[config.mk]
export PLATFORM = sky130hd
export DESIGN_NAME = irc4_ctrl
export DESIGN_NICKNAME = d
export VERILOG_FILES = /design/src/irc4_pkg.sv /design/src/irc4_ctrl.sv
export SDC_FILE = /design/constraint.sdc
export NUM_CORES = 1
export LEC_CHECK = 0
export BUFFER_PORTS_ARGS = -buffer_cell sky130_fd_sc_hd__buf_2
export CAP_MARGIN = 0
export CORE_MARGIN = 2
export CORE_UTILIZATION = 50
export DETAILED_ROUTE_END_ITERATION = 12
export MAX_ROUTING_LAYER = met4
export PLACE_DENSITY_LB_ADDON = 0.05
export SLEW_MARGIN = 20
export SYNTH_ARGS = -nofsm -noshare
export SYNTH_HDL_FRONTEND = slang
export SYNTH_SLANG_ARGS = --single-unit
[constraint.sdc]
create_clock -name mclk_i -period 9.2 [get_ports mclk_i]
set_input_delay 2.76 -clock mclk_i [delete_from_list [all_inputs] [get_ports mclk_i]]
set_output_delay 2.76 -clock mclk_i [all_outputs]
set_load 0.005 [all_outputs]
[src/irc4_pkg.sv]
package irc4_pkg;
  localparam logic [13:0] HIGH_IDX = 14'h0ef9;
  localparam logic [13:0] LOW_IDX = 14'h0efa;
  localparam logic [13:0] ENA_IDX = 14'h0efb;
  localparam logic [13:0] STAT_IDX = 14'h0efc;
  localparam int RATE_LSB = 11;
  localparam int RATE_MSB = 14;
  localparam int INT1_BIT = 15;
  localparam int INT2_BIT = 14;
  localparam int DEC1_BIT = 9;
  localparam int DEC2_BIT = 8;
  localparam int STAT_MIX_BIT = 0;
  localparam int STAT_HRSV_BIT = 1;
  localparam int STAT_LRSV_BIT = 2;
  localparam int STAT_LVL_LSB = 4;
  localparam logic [3:0] RATE_RST = 4'h0;
  localparam logic [3:0] ENA_RST = 4'h0;
  localparam logic [3:0] RATE_SYS1 = 4'h0;
  localparam logic [3:0] RATE_SYS2 = 4'h1;
  localparam logic [3:0] RATE_SYS3 = 4'h2;
  localparam logic [3:0] RATE_SEC1 = 4'h8;
  localparam logic [3:0] RATE_SEC2 = 4'h9;
  localparam logic [1:0] CH_INT1 = 2'h0;
  localparam logic [1:0] CH_INT2 = 2'h1;
  localparam logic [1:0] CH_DEC1 = 2'h2;
  localparam logic [1:0] CH_DEC2 = 2'h3;
  localparam int BUF_DEPTH = 2;
endpackage

[src/irc4_ctrl.sv]
// Chosen here: the Avalon-MM register port.
`timescale 1ns/1ns
module irc4_ctrl
  import irc4_pkg::*;
#(
  parameter int SAMPLE_W = 24,
  parameter int ADDR_W = 16
) (
  input wire logic mclk_i,
  input wire logic resetn_i,
  input wire logic [ADDR_W-1:0] avs_address_i,
  input wire logic avs_read_i,
  input wire logic avs_write_i,
  input wire logic [31:0] avs_writedata_i,
  input wire logic [3:0] avs_byteenable_i,
  output logic [31:0] avs_readdata_o,
  output logic avs_waitrequest_o,
  input wire logic in_valid_i,
  output logic in_ready_o,
  input wire logic [1:0] in_chan_i,
  input wire logic [SAMPLE_W-1:0] in_data_i,
  output logic out_valid_o,
  input wire logic out_ready_i,
  output logic [1:0] out_chan_o,
  output logic [SAMPLE_W-1:0] out_data_o,
  output logic [3:0] high_rate_select_o,
  output logic [3:0] low_rate_select_o,
  output logic [3:0] chan_enable_o,
  output logic secondary_domain_o
);

  function automatic logic idx_hit(input logic [ADDR_W-1:0] a,
                                   input logic [13:0] idx);
    idx_hit = (a[ADDR_W-1:2] == idx[ADDR_W-3:0]);
  endfunction

  function automatic logic rate_reserved(input logic [3:0] c);
    rate_reserved = !(c == RATE_SYS1 || c == RATE_SYS2 ||
                      c == RATE_SYS3 || c == RATE_SEC1 ||
                      c == RATE_SEC2);
  endfunction

  function automatic logic rate_secondary(input logic [3:0] c);
    rate_secondary = (c == RATE_SEC1 || c == RATE_SEC2);
  endfunction

  // register bus
  logic ack_reg;
  logic ack_next;
  logic [31:0] rdata_reg;
  logic [31:0] rdata_next;
  logic [3:0] high_sel_reg;
  logic [3:0] high_sel_next;
  logic [3:0] low_sel_reg;
  logic [3:0] low_sel_next;
  // index 0 int1, 1 int2, 2 dec1, 3 dec2
  logic [3:0] chan_en_reg;
  logic [3:0] chan_en_next;
  logic req;
  logic wr_take;
  logic lane1;
  logic [1:0] count_reg;

  assign req = avs_read_i | avs_write_i;
  // every access waits exactly one cycle
  assign avs_waitrequest_o = req & !ack_reg;
  assign wr_take = avs_write_i & ack_reg;
  assign lane1 = avs_byteenable_i[1];

  always_comb begin
    ack_next = req & !ack_reg;
    rdata_next = rdata_reg;
    high_sel_next = high_sel_reg;
    low_sel_next = low_sel_reg;
    chan_en_next = chan_en_reg;
    if (avs_read_i && !ack_reg) begin
      rdata_next = 32'h0000_0000;
      if (idx_hit(avs_address_i, HIGH_IDX)) begin
        rdata_next[RATE_MSB:RATE_LSB] = high_sel_reg;
      end else if (idx_hit(avs_address_i, LOW_IDX)) begin
        rdata_next[RATE_MSB:RATE_LSB] = low_sel_reg;
      end else if (idx_hit(avs_address_i, ENA_IDX)) begin
        rdata_next[INT1_BIT] = chan_en_reg[0];
        rdata_next[INT2_BIT] = chan_en_reg[1];
        rdata_next[DEC1_BIT] = chan_en_reg[2];
        rdata_next[DEC2_BIT] = chan_en_reg[3];
      end else if (idx_hit(avs_address_i, STAT_IDX)) begin
        rdata_next[STAT_MIX_BIT] =
          rate_secondary(high_sel_reg) != rate_secondary(low_sel_reg);
        rdata_next[STAT_HRSV_BIT] = rate_reserved(high_sel_reg);
        rdata_next[STAT_LRSV_BIT] = rate_reserved(low_sel_reg);
        rdata_next[STAT_LVL_LSB+1:STAT_LVL_LSB] = count_reg;
      end
    end
    if (wr_take && lane1) begin
      if (idx_hit(avs_address_i, HIGH_IDX)) begin
        high_sel_next = avs_writedata_i[RATE_MSB:RATE_LSB];
      end
      if (idx_hit(avs_address_i, LOW_IDX)) begin
        low_sel_next = avs_writedata_i[RATE_MSB:RATE_LSB];
      end
      if (idx_hit(avs_address_i, ENA_IDX)) begin
        chan_en_next[0] = avs_writedata_i[INT1_BIT];
        chan_en_next[1] = avs_writedata_i[INT2_BIT];
        chan_en_next[2] = avs_writedata_i[DEC1_BIT];
        chan_en_next[3] = avs_writedata_i[DEC2_BIT];
      end
    end
  end

  always_ff @(posedge mclk_i or negedge resetn_i) begin
    if (!resetn_i) begin
      ack_reg <= 1'b0;
      rdata_reg <= 32'h0000_0000;
      high_sel_reg <= RATE_RST;
      low_sel_reg <= RATE_RST;
      chan_en_reg <= ENA_RST;
    end else begin
      ack_reg <= ack_next;
      rdata_reg <= rdata_next;
      high_sel_reg <= high_sel_next;
      low_sel_reg <= low_sel_next;
      chan_en_reg <= chan_en_next;
    end
  end

  assign avs_readdata_o = rdata_reg;
  assign high_rate_select_o = high_sel_reg;
  assign low_rate_select_o = low_sel_reg;
  assign chan_enable_o = chan_en_reg;
  // mixed domains are software's fault; the high rate picks the domain
  assign secondary_domain_o = rate_secondary(high_sel_reg);

  // per-channel two-tap stage
  logic push;
  logic pop;
  logic [SAMPLE_W-1:0] hist_reg [4];
  logic [SAMPLE_W-1:0] hist_next [4];
  logic [SAMPLE_W-1:0] filt;
  logic [SAMPLE_W:0] sum;

  assign push = in_valid_i & in_ready_o;

  genvar gi;
  generate
    for (gi = 0; gi < 4; gi++) begin : g_ch
      always_comb begin
        hist_next[gi] = hist_reg[gi];
        if (!chan_en_reg[gi]) begin
          hist_next[gi] = '0;
        end else if (push && in_chan_i == 2'(gi)) begin
          hist_next[gi] = in_data_i;
        end
      end

      always_ff @(posedge mclk_i or negedge resetn_i) begin
        if (!resetn_i) begin
          hist_reg[gi] <= '0;
        end else begin
          hist_reg[gi] <= hist_next[gi];
        end
      end
    end
  endgenerate

  always_comb begin
    sum = {in_data_i[SAMPLE_W-1], in_data_i} +
          {hist_reg[in_chan_i][SAMPLE_W-1], hist_reg[in_chan_i]};
    if (chan_en_reg[in_chan_i]) begin
      filt = sum[SAMPLE_W:1];
    end else begin
      filt = '0;
    end
  end

  // two-entry output buffer
  logic [SAMPLE_W+1:0] mem_reg [BUF_DEPTH];
  logic [SAMPLE_W+1:0] mem_next [BUF_DEPTH];
  logic wptr_reg;
  logic wptr_next;
  logic rptr_reg;
  logic rptr_next;
  logic [1:0] count_next;

  assign in_ready_o = (count_reg != 2'(BUF_DEPTH));
  assign out_valid_o = (count_reg != 2'h0);
  assign pop = out_valid_o & out_ready_i;

  always_comb begin
    mem_next = mem_reg;
    wptr_next = wptr_reg;
    rptr_next = rptr_reg;
    count_next = count_reg;
    if (push) begin
      mem_next[wptr_reg] = {in_chan_i, filt};
      wptr_next = !wptr_reg;
    end
    if (pop) begin
      rptr_next = !rptr_reg;
    end
    if (push && !pop) begin
      count_next = count_reg + 2'h1;
    end else if (pop && !push) begin
      count_next = count_reg - 2'h1;
    end
  end

  always_ff @(posedge mclk_i or negedge resetn_i) begin
    if (!resetn_i) begin
      mem_reg[0] <= '0;
      mem_reg[1] <= '0;
      wptr_reg <= 1'b0;
      rptr_reg <= 1'b0;
      count_reg <= 2'h0;
    end else begin
      mem_reg <= mem_next;
      wptr_reg <= wptr_next;
      rptr_reg <= rptr_next;
      count_reg <= count_next;
    end
  end

  assign out_chan_o = mem_reg[rptr_reg][SAMPLE_W+1:SAMPLE_W];
  assign out_data_o = mem_reg[rptr_reg][SAMPLE_W-1:0];

  logic hi_wr;
  logic ena_wr;
  assign hi_wr = wr_take & lane1 & idx_hit(avs_address_i, HIGH_IDX);
  assign ena_wr = wr_take & lane1 & idx_hit(avs_address_i, ENA_IDX);
endmodule

-- After elaboration in Yosys (flattened, before gate mapping)
Index checks and enable logic that the tools add are counted.
- bits in registers: 177
- add/subtract/negate cells: 3
- reduce and logical (&&, ||, !) cells: 34
- bitwise logic cells: 8
- multiplexer cells: 39
- $lt $le $gt $ge: 5
- equal/unequal tests: 21
- operators with widths (cell ; count):
    24-bit two-way mux ; 11
    26-bit two-way mux ; 4
    14-bit by 12-bit == test with 1-bit output (second input constant) ; 4
    52-bit bitwise mux ; 1
    24-bit binary-select mux with 2-bit select ; 1
    26-bit demux with 1-bit select ; 1
    24-bit by 24-bit adder with 25-bit output ; 1
    2-bit two-way mux ; 10
    4-bit == test (second input constant) ; 4
    3-bit two-way mux ; 5
    1-bit logical OR ; 10
    1-bit logical AND ; 9
    4-bit by 1-bit == test with 1-bit output (second input constant) ; 2
    4-bit by 2-bit == test with 1-bit output (second input constant) ; 2
    4-bit zero test ; 2
    2-bit by 1-bit inequality test with 1-bit output (second input constant) ; 4
    1-bit zero test ; 7
    2-bit AND reduction ; 3
    1-bit bitwise AND ; 4
    2-bit == test (second input constant) ; 2
    2-bit greater-or-equal comparator (second input constant) ; 2
    1-bit two-way mux ; 4
    4-bit two-way mux ; 1
    1-bit NOT with 2-bit output ; 2
    other kinds (13) ; 14

-- Longest topological paths before layout
- word-level depth: 10
- depth in mapped cells: 12
- mapped depth without buffers: 9

-- Worst setup path before layout
Ideal clock, no wire load.
- path type: input to register
- start: in in_chan_i[0]
- end: reg mem_reg[49] (netlist bit)
- arrival: 5.983 ns
- path slack: 3.095 ns
- stages: 11
- buffers on the path: 4
- cell sequence: buf_6 > clkbuf_1 > buf_2 > mux4_2 > ha_1 > clkbuf_1 > nand4_1 > o21ai_1 > o22ai_1 > or4_1 > a32o_1
- longest elaborated chain between the ends: 7
- elaborated cells on any way between the ends: 9
- classes of those cells: add/sub (1); mux (7); bitwise (1)
- ends and longest elaborated chain (element ; RTL line ; source):
    start: declaration ; irc4_ctrl.sv:20 ; input wire logic [1:0] in_chan_i,
    2-bit NOT with 3-bit output (implied by the code) ; irc4_ctrl.sv:168 ; {hist_reg[in_chan_i][SAMPLE_W-1], hist_reg[in_chan_i]};
    24-bit binary-select mux with 2-bit select ; irc4_ctrl.sv:168 ;
    24-bit two-way mux (implied by the code) (2 in series) ; irc4_ctrl.sv:168 ;
    24-bit by 24-bit adder with 25-bit output ; irc4_ctrl.sv:167 ; sum = {in_data_i[SAMPLE_W-1], in_data_i} +
    24-bit two-way mux (*) ; irc4_ctrl.sv:169 ; if (chan_en_reg[in_chan_i]) begin
    52-bit bitwise mux (*) ; irc4_ctrl.sv:195 ; mem_next[wptr_reg] = {in_chan_i, filt};
    end signal: assignment ; irc4_ctrl.sv:216 ; mem_reg <= mem_next;
    end: declaration ; irc4_ctrl.sv:177 ; logic [SAMPLE_W+1:0] mem_reg [BUF_DEPTH];
Mark *: on every way between the ends. The rest lies on a longest branch, timed or not. The select of a mux whose other input is x is not followed.
A chain may end at the register's enable or synchronous reset.

-- Final worst setup path
- start: in in_chan_i[0]
- end: reg mem_reg[19] (netlist bit)
The elaborated chain is that of the path after synthesis.

==> implementation parameters <==
Parameter                              Value

Setup path
  RR Startpoint    hist_reg[0]
  R2R Path End    mem_reg[19]
  Gate family responsible for the most delay along the worst path    compound AO/OA/AOI/OAI gates
  Critical Path Slowest Stage Cell    sky130_fd_sc_hd__mux4_2
  CP Data Arrival Time    between 6000 and 7000 ps
  Largest stage delay on the critical path    approximately 580 ps
  Type of element capturing the critical path    flip-flop
  R2R depth    9
  Worst R2R Setup Slack    5690 ps
  Count of buffering cells on the critical path with inverters included    2
  Critical path launch point type    input pin
  Crit path depth    10
  Most frequent CP cell    sky130_fd_sc_hd__o21ai_0
  Critical path fanouts, max    20
  Worst setup path category    input pin to flip-flop
  Required time worst endpoint    ~9500 ps
  Critical path, cell by cell    buf_2, buf_4, mux4_2, ha_1, a21o_1, a221oi_1, o21ai_1, o21ai_0, mux2i_1, o21ai_0

CTS
  TritonCTS buffer count    17
  Setup repair bufs after CTS    0
  Cell at the root of the clock tree    sky130_fd_sc_hd__clkbuf_16
  Clock insertion delay at the later pin of the skew report    around 430 ps
  Clock Path Buffers    2
  Sinks on Clock Net    ~180
  Clock input transition at the sequential cells of the worst setup and hold paths    ~60 ps
  CTS Hold Bufs    0
  CTS tree    done
  Post-cts sizing count    0
  CTS HTree Levels    4

Timing
  Shortest period the worst path allows    6150 ps
  Sum of negative setup slack    0 ps
  Transition at the pin with the smallest max-transition slack    1140 ps
  Number of slew-limit violations in the final report    0
  Post-Route Hold Slack    474 ps
  Slew headroom    24.3%
  Worst setup skew after layout    approximately 6 ps
  Fin crit share    around two thirds
  Number of hold-slack violations in the final timing report    0
  Final-report setup violation count    0
  Unrepaired setup endpoints after global routing    no
  Max Fclk    between 150 and 200 MHz

Cells and area
  Commonest non-fill, non-tap cell in the layout    sky130_fd_sc_hd__dfrtp_1
  Area growth from synthesis to final layout    13.9%
  Filler Cells Inserted    about 1,500
  Design Area, Final    between 10,000 and 15,000 µm²
  Final-stage net count    between 1,000 and 1,500
  Commonest cells after routing, fill and taps aside    176 x sky130_fd_sc_hd__dfrtp_1, 126 x sky130_fd_sc_hd__nand2_1, 106 x sky130_fd_sc_hd__buf_2
  Share of post-route cells with drive strength above 1    between 20% and 30%
  Number of diodes added for antenna fixing    0
  Flip-flop count of the largest register after layout    96

Placed design
  Final weighted congestion in routability-driven placement    around 0.95
  Instance area at placement    9810 µm²
  PortBufs    between 100 and 150
  HPWL after detailed placement    between 15,000 and 20,000 µm

GRT
  Total gr overflow    0
  Vias in the first global route    between 6,000 and 7,000
  Tot GR Track Use    roughly 25%
  Pin count of the biggest net entering global routing    92
  Antenna violations before repair    0
  Wire length of the first global-routing pass    37,800 µm

Status
  Status    completed

Power and ir drop
  Sequential power share    42.3%
  VDD IR max    ~0.14 mV
  Portion of total power attributed to the clock network    30.7%
  Total power after layout    approximately 2500 µW
  Power density normalized to cell area    239 nW/µm²
  Logic gate share of total power    a little over a quarter
  Internal power of the cells    between 1500 and 2000 µW
  NetSw    approximately 760 µW
  Sw frac    roughly 30%
  P_leak    just under 0.005 µW

Synth
  Instance count of the mapped netlist    between 800 and 900
  Count of unique library cells instantiated by Yosys    65
  Most instantiated flip-flop cell in the synthesis netlist    sky130_fd_sc_hd__dfrtp_1
  Average size of a mapped cell    11.1 µm²
  Library cell with the largest summed area after synthesis    sky130_fd_sc_hd__dfrtp_1
  Number of flops mapped to enable cells by yosys    0
  Synth Cell Area    9160 µm²
  Sequential fraction of the synthesis area    between 40% and 50%
  Number of synthesized register bits    177
  Fraction of registers with async set or reset after synthesis    100%
  Top-area cell type share of the netlist area    between 40% and 50%
  Adder and majority cell fraction of the synthesized area    ~3.5%
  Post-Synth Simple-Gate Area    approximately 10%
  Parity-gate share of the synthesized area counting xor and xnor cells    2.29%
  Mux cell area share after synthesis    between 10% and 20%
  Synth top area cells    sky130_fd_sc_hd__dfrtp_1 48%, sky130_fd_sc_hd__a22o_1 8.9%, sky130_fd_sc_hd__mux4_2 5.9%, sky130_fd_sc_hd__mux2_2 5.3%, sky130_fd_sc_hd__nand2_1 5.2%
  Largest family of logic cells by synthesized area    compound AO/OA/AOI/OAI gates
  Synthesized-area fraction occupied by ao, oa, aoi and oai cells    around a fifth
  Number of warnings printed during yosys synthesis    0

Die
  Boundary Pins    between 150 and 200
  Width of the die    ~140 µm
  Die area    between 15,000 and 20,000 µm²
  Height of the die    around 140 µm
  Core outline area    roughly 18,000 µm²
  Cell Rows    between 40 and 50
  Starting utilization of the core area    51.0%

Route
  Post-DRT Antenna Nets    0
  Starting DRC count in detailed routing    between 300 and 400
  Residual DRC count    0
  Total via count after detailed routing    around 7,000
  Total wirelength of the detailed-routed design    between 20,000 and 25,000 µm
  Vias per inst    a little under 6
  Post-detailed-route wirelength per cell    20.2 µm
  Pre-Repair DR Iteration Count    5

Hold path
  Number of instances on the worst hold path    2
  Worst-case hold path end point    mem_reg[31]
  Min-delay worst type    flip-flop to flip-flop
  Source of the worst hold timing path    mem_reg[31]

Flow run
  Max-Cap Viols    0
-- cells in the mapped netlist, types with 3 or more instances --
master,n
sky130_fd_sc_hd__dfrtp_1,177
sky130_fd_sc_hd__nand2_1,126
sky130_fd_sc_hd__a22o_1,93
sky130_fd_sc_hd__clkbuf_1,43
sky130_fd_sc_hd__mux2_2,43
sky130_fd_sc_hd__o21ai_0,30
sky130_fd_sc_hd__a21oi_1,28
sky130_fd_sc_hd__a21boi_0,25
sky130_fd_sc_hd__ha_1,24
sky130_fd_sc_hd__mux4_2,24
sky130_fd_sc_hd__nor2_1,22
sky130_fd_sc_hd__buf_4,20
sky130_fd_sc_hd__xnor2_1,17
sky130_fd_sc_hd__o31ai_1,13
sky130_fd_sc_hd__a21o_1,10
sky130_fd_sc_hd__nand3_1,10
sky130_fd_sc_hd__inv_1,9
sky130_fd_sc_hd__o21a_1,8
sky130_fd_sc_hd__xor2_1,7
sky130_fd_sc_hd__nand4_1,6
sky130_fd_sc_hd__a31oi_1,5
sky130_fd_sc_hd__and3_1,5
sky130_fd_sc_hd__nand2b_1,5
sky130_fd_sc_hd__nor3_1,5
sky130_fd_sc_hd__nor3b_1,5
sky130_fd_sc_hd__o211ai_1,5
sky130_fd_sc_hd__or2_2,4
sky130_fd_sc_hd__a22oi_1,3
sky130_fd_sc_hd__buf_1,3
sky130_fd_sc_hd__o21ai_1,3
sky130_fd_sc_hd__o21bai_1,3
-- area by class of cell --
cell class / count / area [µm²] / area share [%]
Clock inverter: 9 / 156 / 1.50
Sequential cell: 177 / 4430 / 42.5
Tap cell: 229 / 287 / 2.75
Inverter: 10 / 37.5 / 0.360
Clock buffer: 22 / 464 / 4.45
Multi-Input combinational cell: 587 / 4450 / 42.6
Timing Repair Buffer: 116 / 613 / 5.88
-- per-layer routing --
metal / track usage (%) / up-vias / wire length, µm
met1: 35.2 / 3419 / 10800
met4: 6.33 / 0 / 265
li1: - / 3181 / -
met2: 38.8 / 222 / 11000
met3: 4.78 / 24 / 1180
met5: - / - / 0
-- stage by stage --
step	util, %	cells	setup slack, ps
2_1_floorplan	-	843	3090
3_3_place_gp	54.6	1119	2620
3_5_place_dp	54.6	1119	2570
4_1_cts	58.1	1150	3030
5_1_grt	58.1	1150	2750
6_report	58.1	1150	3050
-- power by group through the flow --
stage / clock (µW) / sequential, µW / combinational [µW]
after floorplan: 0 / 1010 / 490
after global placement: 0 / 1050 / 658
after detailed placement: 0 / 1070 / 673
after CTS: 779 / 1060 / 680
after global routing: 812 / 1080 / 749
final: 766 / 1060 / 676
-- tightest hold or removal path, cell delays in order (launching register included) --
cell and delay [ps]:
sky130_fd_sc_hd__dfrtp_1 340, sky130_fd_sc_hd__nand2_1 50, sky130_fd_sc_hd__nand2_1 50
-- kinds of logic (layout without fill, tap and decap cells) --
logic type,after synthesis,after routing
AO/OA/AOI/OAI,246,246
AND/OR/NAND/NOR,203,203
flip-flops,177,177
buffers and inverters,79,157
multiplexers,69,69
adder cells (fa/ha/maj),25,25
XOR/XNOR,24,24
other,1,20
-- worst max-delay path by stage --
| stage | from | slack [ps] | to |
|---|---|---|---|
| finish | in_chan_i[0] | 3050 | mem_reg[19] |
| global route | in_chan_i[0] | 2750 | mem_reg[19] |
| CTS | in_chan_i[0] | 3030 | mem_reg[19] |
| detailed placement | in_chan_i[0] | 2570 | mem_reg[19] |
| global placement | in_chan_i[0] | 2620 | mem_reg[45] |
| floorplan | in_chan_i[0] | 3090 | mem_reg[49] |
Power figures use the tool's default switching activity.
